==> config.mk <==
export PLATFORM = sky130hd
export DESIGN_NAME = dual_comparator_control
export DESIGN_NICKNAME = d
export VERILOG_FILES = /design/src/include/cmp_ctrl_pkg.sv /design/src/hw/dual_comparator_control.sv
export SDC_FILE = /design/constraint.sdc
export NUM_CORES = 1
export LEC_CHECK = 0
export BUFFER_PORTS_ARGS = -buffer_cell sky130_fd_sc_hd__buf_2
export CAP_MARGIN = 20
export CORE_AREA = 4 4 45 86
export DETAILED_ROUTE_END_ITERATION = 7
export DIE_AREA = 0 0 49 90
export HOLD_SLACK_MARGIN = 0.03
export PLACE_DENSITY = 0.9
export RECOVER_POWER = 50
export SYNTH_ARGS = -nofsm -noshare
export SYNTH_HDL_FRONTEND = slang
export SYNTH_SLANG_ARGS = --single-unit
export TNS_END_PERCENT = 100
==> constraint.sdc <==
create_clock -name pclk -period 4.8 [get_ports pclk]
set_clock_uncertainty 0.15 [all_clocks]
set_input_delay 1.2 -clock pclk [delete_from_list [all_inputs] [get_ports pclk]]
set_output_delay 1.2 -clock pclk [all_outputs]
set_load 0.005 [all_outputs]
==> src/include/cmp_ctrl_pkg.sv <==
// constants for the dual comparator control block
// assumes an apb master with 32-bit data on pclk
// What this block does
// - two comparators, inputs from six pins and reference
// - results, optionally inverted, at pins and register
// - bit 7 reports comparator 2 result
// - bit 6 reports comparator 1 result
// - bit 5 inverts comparator 2
// - bit 4 inverts comparator 1
// - input switch acts only in mode 110
// - bits 2..0 select configuration mode
// - result bits read-only, lower six writable, reset zero
// - reset gives mode 000, comparators powered down
// - output change since last control register access sets flag, kept until a clear write
// - mode 111 off; reference only in mode 110
package cmp_ctrl_pkg;
   localparam logic [11:0] ctrl_offset   = 12'h000;
   localparam logic [11:0] status_offset = 12'h004;
   localparam logic [11:0] enable_offset = 12'h008;
   localparam logic [11:0] clear_offset  = 12'h00C;
   localparam int          out2_bit      = 7;
   localparam int          out1_bit      = 6;
   localparam int          inv2_bit      = 5;
   localparam int          inv1_bit      = 4;
   localparam int          switch_bit    = 3;
   localparam logic [7:0]  ctrl_reset    = 8'h00;
   localparam logic [5:0]  wr_mask_reset = 6'h00;
   localparam logic [2:0]  mode_reset    = 3'h0;
   localparam logic [2:0]  mode_muxed    = 3'h6;
   localparam logic [2:0]  mode_off      = 3'h7;
endpackage

==> src/hw/dual_comparator_control.sv <==
// apb slave and control logic of the two-comparator module
// assumes analog comparators outside; results arrive asynchronously
//
// The placing of the registers and register access over APB were decided locally.
`timescale 1ns/10ps
`default_nettype none
module dual_comparator_control (
   // clock, reset and freeze
   input  wire logic        pclk,
   input  wire logic        presetn,
   input  wire logic        clk_en,

   // register bus
   input  wire logic        psel,
   input  wire logic        penable,
   input  wire logic        pwrite,
   input  wire logic [11:0] paddr,
   input  wire logic [31:0] pwdata,
   output logic      [31:0] prdata,
   output logic             pready,
   output logic             pslverr,

   // raw comparator results
   input  wire logic        cmp1_raw,
   input  wire logic        cmp2_raw,

   // results at register side and pins
   output logic             cmp1_result,
   output logic             cmp2_result,
   output logic             cmp1_result_pin,
   output logic             cmp2_result_pin,

   // analog routing
   output logic [2:0]       comparator_config,
   output logic             cmp_enable,
   output logic             vref_to_pos,
   output logic             cmp1_pos_pin_sel,
   output logic             cmp2_pos_pin_sel,
   output logic             cmp1_neg_pin_sel,
   output logic             cmp2_neg_pin_sel,

   // interrupt
   output logic             irq
);
   localparam int ncmp = 2;

   // control register fields; inversion bits live per comparator
   logic [2:0]           mode_q;
   logic [2:0]           mode_d;
   logic                 switch_q;
   logic                 switch_d;

   // change flag and its enable
   logic                 flag_q;
   logic                 flag_d;
   logic                 enable_q;
   logic                 enable_d;

   // read data
   logic [31:0]          prdata_q;
   logic [31:0]          prdata_d;

   // bus decode
   wire logic            access;
   wire logic            wr;
   wire logic            rd_setup;
   wire logic            hit_ctrl;
   wire logic            hit_status;
   wire logic            hit_enable;
   wire logic            hit_clear;
   wire logic            mapped;
   wire logic            ctrl_access;
   wire logic            ctrl_write;
   wire logic            enable_write;
   wire logic            clear_write;

   // mode decode
   wire logic            muxed;
   wire logic            mode_is_reset;
   wire logic            mode_is_off;
   wire logic            cmp_on;

   // per comparator, bit 0 is comparator 1
   wire logic [ncmp-1:0] raw_vec;
   wire logic [ncmp-1:0] inv_vec;
   wire logic [ncmp-1:0] res_vec;
   wire logic [ncmp-1:0] out_vec;
   wire logic [ncmp-1:0] pin_vec;
   wire logic [ncmp-1:0] pos_sel_vec;
   wire logic [ncmp-1:0] neg_sel_vec;
   wire logic [ncmp-1:0] changed_vec;

   // flag and readback
   wire logic            flag_set;
   wire logic            flag_clear;
   wire logic [7:0]      ctrl_rd;
   wire logic [31:0]     status_rd;
   wire logic [31:0]     enable_rd;
   wire logic [31:0]     rd_mux;

   assign access       = psel & penable & clk_en;
   assign wr           = access & pwrite;
   assign rd_setup     = psel & ~penable & ~pwrite;

   assign hit_ctrl     = paddr == cmp_ctrl_pkg::ctrl_offset;
   assign hit_status   = paddr == cmp_ctrl_pkg::status_offset;
   assign hit_enable   = paddr == cmp_ctrl_pkg::enable_offset;
   assign hit_clear    = paddr == cmp_ctrl_pkg::clear_offset;
   assign mapped       = hit_ctrl | hit_status
                         | hit_enable | hit_clear;

   assign ctrl_access  = access & hit_ctrl;
   assign ctrl_write   = wr & hit_ctrl;
   assign enable_write = wr & hit_enable;
   assign clear_write  = wr & hit_clear;

   assign muxed         = mode_q == cmp_ctrl_pkg::mode_muxed;
   assign mode_is_reset = mode_q == cmp_ctrl_pkg::mode_reset;
   assign mode_is_off   = mode_q == cmp_ctrl_pkg::mode_off;
   // powered down in the reset mode, the off mode and during reset
   assign cmp_on        = presetn & ~mode_is_reset
                          & ~mode_is_off;

   assign raw_vec = {cmp2_raw, cmp1_raw};

   // one synchroniser, polarity stage and change detector per comparator
   generate
      for (genvar i = 0; i < ncmp; i++) begin : g_cmp
         logic first_q;
         logic first_d;
         logic second_q;
         logic second_d;

         logic inv_q;
         logic inv_d;
         logic latched_q;
         logic latched_d;

         logic out_q;
         logic out_d;

         assign first_d        = raw_vec[i];
         assign second_d       = first_q;
         assign inv_vec[i]     = inv_q;
         assign inv_d          = ctrl_write ? pwdata[cmp_ctrl_pkg::inv1_bit + i]
                                            : inv_q;
         // pins see the raw result, software the synchronised one
         assign pin_vec[i]     = raw_vec[i] ^ inv_q;
         assign res_vec[i]     = second_q ^ inv_q;
         assign out_d          = res_vec[i];
         assign out_vec[i]     = out_q;

         assign latched_d      = ctrl_access ? res_vec[i] : latched_q;
         assign changed_vec[i] = res_vec[i] != latched_q;
         // the switch does nothing outside the multiplexed mode
         assign pos_sel_vec[i] = muxed & switch_q;
         assign neg_sel_vec[i] = muxed & ~switch_q;

         always_ff @(posedge pclk or negedge presetn) begin
            if (!presetn) begin
               first_q <= 1'b0;
            end
            else if (clk_en) begin
               first_q <= first_d;
            end
         end

         // only the second stage reads the first
         always_ff @(posedge pclk or negedge presetn) begin
            if (!presetn) begin
               second_q <= 1'b0;
            end
            else if (clk_en) begin
               second_q <= second_d;
            end
         end

         always_ff @(posedge pclk or negedge presetn) begin
            if (!presetn) begin
               inv_q <= 1'b0;
            end
            else if (clk_en) begin
               inv_q <= inv_d;
            end
         end

         always_ff @(posedge pclk or negedge presetn) begin
            if (!presetn) begin
               latched_q <= 1'b0;
            end
            else if (clk_en) begin
               latched_q <= latched_d;
            end
         end

         always_ff @(posedge pclk or negedge presetn) begin
            if (!presetn) begin
               out_q <= 1'b0;
            end
            else if (clk_en) begin
               out_q <= out_d;
            end
         end
      end
   endgenerate

   assign flag_set   = |changed_vec;
   assign flag_clear = clear_write & pwdata[0];
   // set wins over clear
   assign flag_d     = flag_set ? 1'b1 :
                       flag_clear ? 1'b0 : flag_q;
   assign enable_d   = enable_write ? pwdata[0] : enable_q;

   assign mode_d   = ctrl_write ? pwdata[2:0] : mode_q;
   assign switch_d = ctrl_write ? pwdata[cmp_ctrl_pkg::switch_bit]
                                : switch_q;

   // result bits are not stored, so writes to them are lost
   assign ctrl_rd   = {res_vec, inv_vec, switch_q, mode_q};
   assign status_rd = {31'h00000000, flag_q};
   assign enable_rd = {31'h00000000, enable_q};
   assign rd_mux    = hit_ctrl   ? {24'h000000, ctrl_rd} :
                      hit_status ? status_rd :
                      hit_enable ? enable_rd : 32'h00000000;
   // read data is captured in the setup cycle
   assign prdata_d  = rd_setup ? rd_mux : prdata_q;

   assign prdata            = prdata_q;
   assign pready            = 1'b1;
   assign pslverr           = psel & penable & ~mapped;
   assign irq               = flag_q & enable_q;

   assign comparator_config = mode_q;
   assign cmp_enable        = cmp_on;
   assign vref_to_pos       = muxed;

   // both comparators switch together
   assign cmp1_pos_pin_sel  = pos_sel_vec[0];
   assign cmp2_pos_pin_sel  = pos_sel_vec[1];
   assign cmp1_neg_pin_sel  = neg_sel_vec[0];
   assign cmp2_neg_pin_sel  = neg_sel_vec[1];

   assign cmp1_result_pin   = pin_vec[0];
   assign cmp2_result_pin   = pin_vec[1];
   assign cmp1_result       = out_vec[0];
   assign cmp2_result       = out_vec[1];

   // mode field
   always_ff @(posedge pclk or negedge presetn) begin
      if (!presetn) begin
         mode_q <= cmp_ctrl_pkg::mode_reset;
      end
      else if (clk_en) begin
         mode_q <= mode_d;
      end
   end

   // input switch
   always_ff @(posedge pclk or negedge presetn) begin
      if (!presetn) begin
         switch_q <= 1'b0;
      end
      else if (clk_en) begin
         switch_q <= switch_d;
      end
   end

   // change flag
   always_ff @(posedge pclk or negedge presetn) begin
      if (!presetn) begin
         flag_q <= 1'b0;
      end
      else if (clk_en) begin
         flag_q <= flag_d;
      end
   end

   // interrupt enable
   always_ff @(posedge pclk or negedge presetn) begin
      if (!presetn) begin
         enable_q <= 1'b0;
      end
      else if (clk_en) begin
         enable_q <= enable_d;
      end
   end

   // read data
   always_ff @(posedge pclk or negedge presetn) begin
      if (!presetn) begin
         prdata_q <= 32'h00000000;
      end
      else if (clk_en) begin
         prdata_q <= prdata_d;
      end
   end

endmodule
`default_nettype wire

==> flow_summary.html <==
<table>
<tr><th>Metric</th><th>Value</th></tr>
<tr><th colspan="2">Status</th></tr>
<tr><td>Outcome</td><td>finished clean</td></tr>
<tr><th colspan="2">Critical path</th></tr>
<tr><td>Worst EP arrival</td><td>2.63 ns</td></tr>
<tr><td>Depth of the worst register-to-register path</td><td>4</td></tr>
<tr><td>Startpoint types</td><td>input port</td></tr>
<tr><td>Peak fanout along the critical path</td><td>25</td></tr>
<tr><td>Required time reported for the critical path endpoint</td><td>3.45 ns</td></tr>
<tr><td>Element type at the critical path end</td><td>output port</td></tr>
<tr><td>Category of the most critical setup path</td><td>in -&gt; out</td></tr>
<tr><th colspan="2">Finish</th></tr>
<tr><td>Fillers</td><td>306</td></tr>
<tr><td>Area used by multi-input combinational logic</td><td>573 sq um</td></tr>
<tr><td>Layout overhead on the synthesized area</td><td>16.4%</td></tr>
<tr><td>Finished Layout Cells</td><td>198</td></tr>
<tr><td>Share of final-layout standard cells stronger than drive strength 1</td><td>36.5%</td></tr>
<tr><td>Register cell area after layout</td><td>601 sq um</td></tr>
<tr><td>Number of antenna repair diodes</td><td>0</td></tr>
<tr><td>Most frequent standard cell in the layout excluding fill and tap cells</td><td>sky130_fd_sc_hd__buf_2</td></tr>
<tr><td>Final Util</td><td>48.0%</td></tr>
<tr><td>Number of nets in the layout</td><td>220</td></tr>
<tr><td>Most frequent cells in the layout</td><td>43 x sky130_fd_sc_hd__buf_2, 25 x sky130_fd_sc_hd__conb_1, 24 x sky130_fd_sc_hd__dfrtp_1, 11 x sky130_fd_sc_hd__mux2_2, 6 x sky130_fd_sc_hd__clkbuf_1</td></tr>
<tr><th colspan="2">Clock tree</th></tr>
<tr><td>TritonCTS sink count</td><td>24</td></tr>
<tr><td>CTS tree</td><td>built</td></tr>
<tr><td>Clock network latency to the later pin of the worst-skew pair</td><td>0.26 ns</td></tr>
<tr><td>Cell at the root of the clock tree</td><td>sky130_fd_sc_hd__clkbuf_8</td></tr>
<tr><td>H-tree depth</td><td>1</td></tr>
<tr><td>Setup Fix Bufs, Post-CTS</td><td>0</td></tr>
<tr><td>Clk slew on worst S/H paths</td><td>0.08 ns</td></tr>
<tr><td>Max Buffers Root-to-Sink</td><td>2</td></tr>
<tr><td>Cells resized by post-CTS repair</td><td>0</td></tr>
<tr><td>Num CTS Buffers</td><td>3</td></tr>
<tr><td>Number of buffers inserted for hold repair after clock tree synthesis</td><td>0</td></tr>
<tr><th colspan="2">Job</th></tr>
<tr><td>Max-cap violations</td><td>0</td></tr>
<tr><th colspan="2">Synthesis</th></tr>
<tr><td>Dominant combinational cell family by area after synthesis</td><td>buffers and inverters</td></tr>
<tr><td>Complex-gate fraction of the synthesized area</td><td>6.84%</td></tr>
<tr><td>Library cells used by synthesis</td><td>28</td></tr>
<tr><td>Count of flip-flops with a built-in enable after synthesis</td><td>0</td></tr>
<tr><td>Synthesized flop and latch total</td><td>24</td></tr>
<tr><td>Ys async rst share</td><td>100%</td></tr>
<tr><td>Synth Flop Type</td><td>sky130_fd_sc_hd__dfrtp_1</td></tr>
<tr><td>Sequential element share of the synthesized area</td><td>45.6%</td></tr>
<tr><td>Post-synthesis average cell area</td><td>10.8 sq um</td></tr>
<tr><td>Area of the mapped netlist</td><td>1320 sq um</td></tr>
<tr><td>Arithmetic-cell share of the synthesized area counting full adders, half adders and majority gates</td><td>0%</td></tr>
<tr><td>XOR/XNOR Fraction of Synth Area</td><td>3.99%</td></tr>
<tr><td>Share of synthesized cell area in and, or, nand and nor gates</td><td>13.9%</td></tr>
<tr><td>Cell count after synthesis</td><td>122</td></tr>
<tr><td>Multiplexer area fraction after synthesis</td><td>11.7%</td></tr>
<tr><td>Warnings, synthesis</td><td>0</td></tr>
<tr><th colspan="2">Timing</th></tr>
<tr><td>Relative slew slack</td><td>13.7%</td></tr>
<tr><td>Crit share post-route</td><td>82.9%</td></tr>
<tr><td>Unrepaired setup endpoints after global routing</td><td>false</td></tr>
<tr><td>Transition at the pin with the smallest max-transition slack</td><td>1.29 ns</td></tr>
<tr><td>Final Worst Setup Slack</td><td>0.820 ns</td></tr>
<tr><td>Sum Neg Setup Slack</td><td>0 ns</td></tr>
<tr><td>Final setup violation count</td><td>0</td></tr>
<tr><td>Final number of max-transition violations</td><td>0</td></tr>
<tr><td>Max Fclk</td><td>251 MHz</td></tr>
<tr><td>Final number of hold-violating endpoints</td><td>0</td></tr>
<tr><td>Final critical path time including I/O delays and setup</td><td>3.98 ns</td></tr>
<tr><th colspan="2">GRT</th></tr>
<tr><td>Total grt overflow</td><td>0</td></tr>
<tr><td>Vias in the first global route</td><td>988</td></tr>
<tr><td>Global-route wire length before repair</td><td>4.42 mm</td></tr>
<tr><td>Maximum number of pins on one net before global-route repair</td><td>26</td></tr>
<tr><td>Total global routing track utilization</td><td>12.5%</td></tr>
<tr><td>Initial antenna violation count</td><td>0</td></tr>
<tr><th colspan="2">Hold path</th></tr>
<tr><td>Worst hold path depth</td><td>2</td></tr>
<tr><td>Worst hold-check path type</td><td>reg -&gt; reg</td></tr>
<tr><th colspan="2">Drt</th></tr>
<tr><td>Routed via count</td><td>968</td></tr>
<tr><td>Sum of routed wire length over all layers</td><td>2.69 mm</td></tr>
<tr><td>Total iterations of the first detailed-routing run</td><td>2</td></tr>
<tr><td>Post-DRT Antenna Nets</td><td>0</td></tr>
<tr><td>Per-cell routed wire length</td><td>13.6 um</td></tr>
<tr><td>Iter 0 DRT Violations</td><td>9</td></tr>
<tr><td>DRC errors left</td><td>0</td></tr>
<tr><td>Per-cell via count in the routed design</td><td>4.89</td></tr>
<tr><th colspan="2">Floorplan</th></tr>
<tr><td>Core Area</td><td>3190 sq um</td></tr>
<tr><td>Std cell rows</td><td>29</td></tr>
<tr><td>Die height</td><td>90 um</td></tr>
<tr><td>X dimension of the die</td><td>49 um</td></tr>
<tr><td>Initial core utilization</td><td>41.2%</td></tr>
<tr><td>Die outline area</td><td>4410 sq um</td></tr>
<tr><td>IO Count</td><td>100</td></tr>
<tr><th colspan="2">Pwr</th></tr>
<tr><td>Sum of internal, switching and leakage power</td><td>0.000430 W</td></tr>
<tr><td>Leakage</td><td>0.813 nW</td></tr>
<tr><td>P per Cell Area</td><td>280 nW/um^2</td></tr>
<tr><td>Peak supply drop</td><td>0.000151 V</td></tr>
<tr><th colspan="2">Place</th></tr>
<tr><td>Placer's final routability congestion estimate</td><td>0.806</td></tr>
<tr><td>Instance count after placement with tap cells included</td><td>194</td></tr>
<tr><td>IO Port Bufs</td><td>48</td></tr>
<tr><td>Detailed Place HPWL</td><td>2.19 mm</td></tr>
<tr><td>Worst slack at placement</td><td>1.18 ns</td></tr>
</table>
[per-layer routing]
layer  track usage [%]  share of wire, %  up-vias
met1              13.2                34      444
met5                 0                 0        -
met2              21.9                53       54
li1                  -                 -      464
met3              3.15               9.9        6
met4              6.29               2.6        0
[cells in the mapped netlist (all sizes together) (2+ instances only)]
master / count / share of area (%)
a21oi: 2 / 0.76
a22o: 5 / 3.3
and2: 2 / 0.95
and3: 2 / 0.95
buf: 27 / 15
clkbuf: 4 / 1.1
conb: 2 / 0.57
dfrtp: 24 / 46
inv: 3 / 0.86
mux2: 11 / 9.4
mux2i: 3 / 2.3
nand2: 5 / 1.4
nand3: 4 / 1.9
nor2: 5 / 1.4
nor4: 6 / 4.5
o21ai: 3 / 1.1
o31ai: 2 / 1.1
xnor2: 4 / 2.7
xor2: 2 / 1.3
[sequential cells by signal, summed over array words and instances, names as in the netlist]
| register | flops |
|---|---|
| g_cmp.latched_q | 2 |
| comparator_config | 3 |
| g_cmp.first_q | 2 |
| enable_q | 1 |
| cmp1_result | 1 |
| switch_q | 1 |
| prdata | 8 |
| g_cmp.inv_q | 2 |
| cmp2_result | 1 |
| g_cmp.second_q | 2 |
| flag_q | 1 |
[cells by family after synthesis]
kind of cell | Yosys count
buf+inv | 34
other cells | 2
xor+xnor | 6
flops | 24
simple gates | 29
mux | 14
compound gates | 13
[power by group]
part           internal, W  switching [W]
Sequential        0.000209     0.00000364
Clock             0.000111      0.0000603
Combinational    0.0000191      0.0000268
Total             0.000339      0.0000907
[critical path, stage by stage]
cell and delay [ns]:
sky130_fd_sc_hd__buf_2 0.07, sky130_fd_sc_hd__clkbuf_1 0.94, sky130_fd_sc_hd__and3_1 0.29, sky130_fd_sc_hd__buf_2 0.12
[worst paths after layout]
kind	from	endpoint	slack, ns
setup / recovery	presetn	cmp_enable	0.82
hold reg to reg	prdata[0]	prdata[0]	0.33
max in group asynchronous	presetn	g_cmp[1].latched_q	2.60
min in group asynchronous	presetn	prdata[7]	1.14
hold / removal	prdata[0]	prdata[0]	0.33
setup reg to reg	g_cmp[1].inv_q	flag_q	3.39
[final cells by class]
| cell class | instances | share of cell area (%) |
|---|---|---|
| clock buffers | 3 | 2.69 |
| clock inverters | 1 | 1.96 |
| inverters | 3 | 0.735 |
| multi-input cells | 87 | 37.4 |
| flip-flops and latches | 24 | 39.2 |
| well taps | 31 | 2.53 |
| repair buffers | 49 | 15.5 |
[stage by stage]
step | cell area [sq um] | hold slack [ns]
6_report | 1530 | 0.330
5_1_grt | 1530 | 0.378
4_1_cts | 1540 | 0.339
3_5_place_dp | 1470 | 0.319
3_3_place_gp | 1470 | 0.306
2_1_floorplan | 1400 | 0.320
Note: power is estimated with default switching activity, not from simulation.
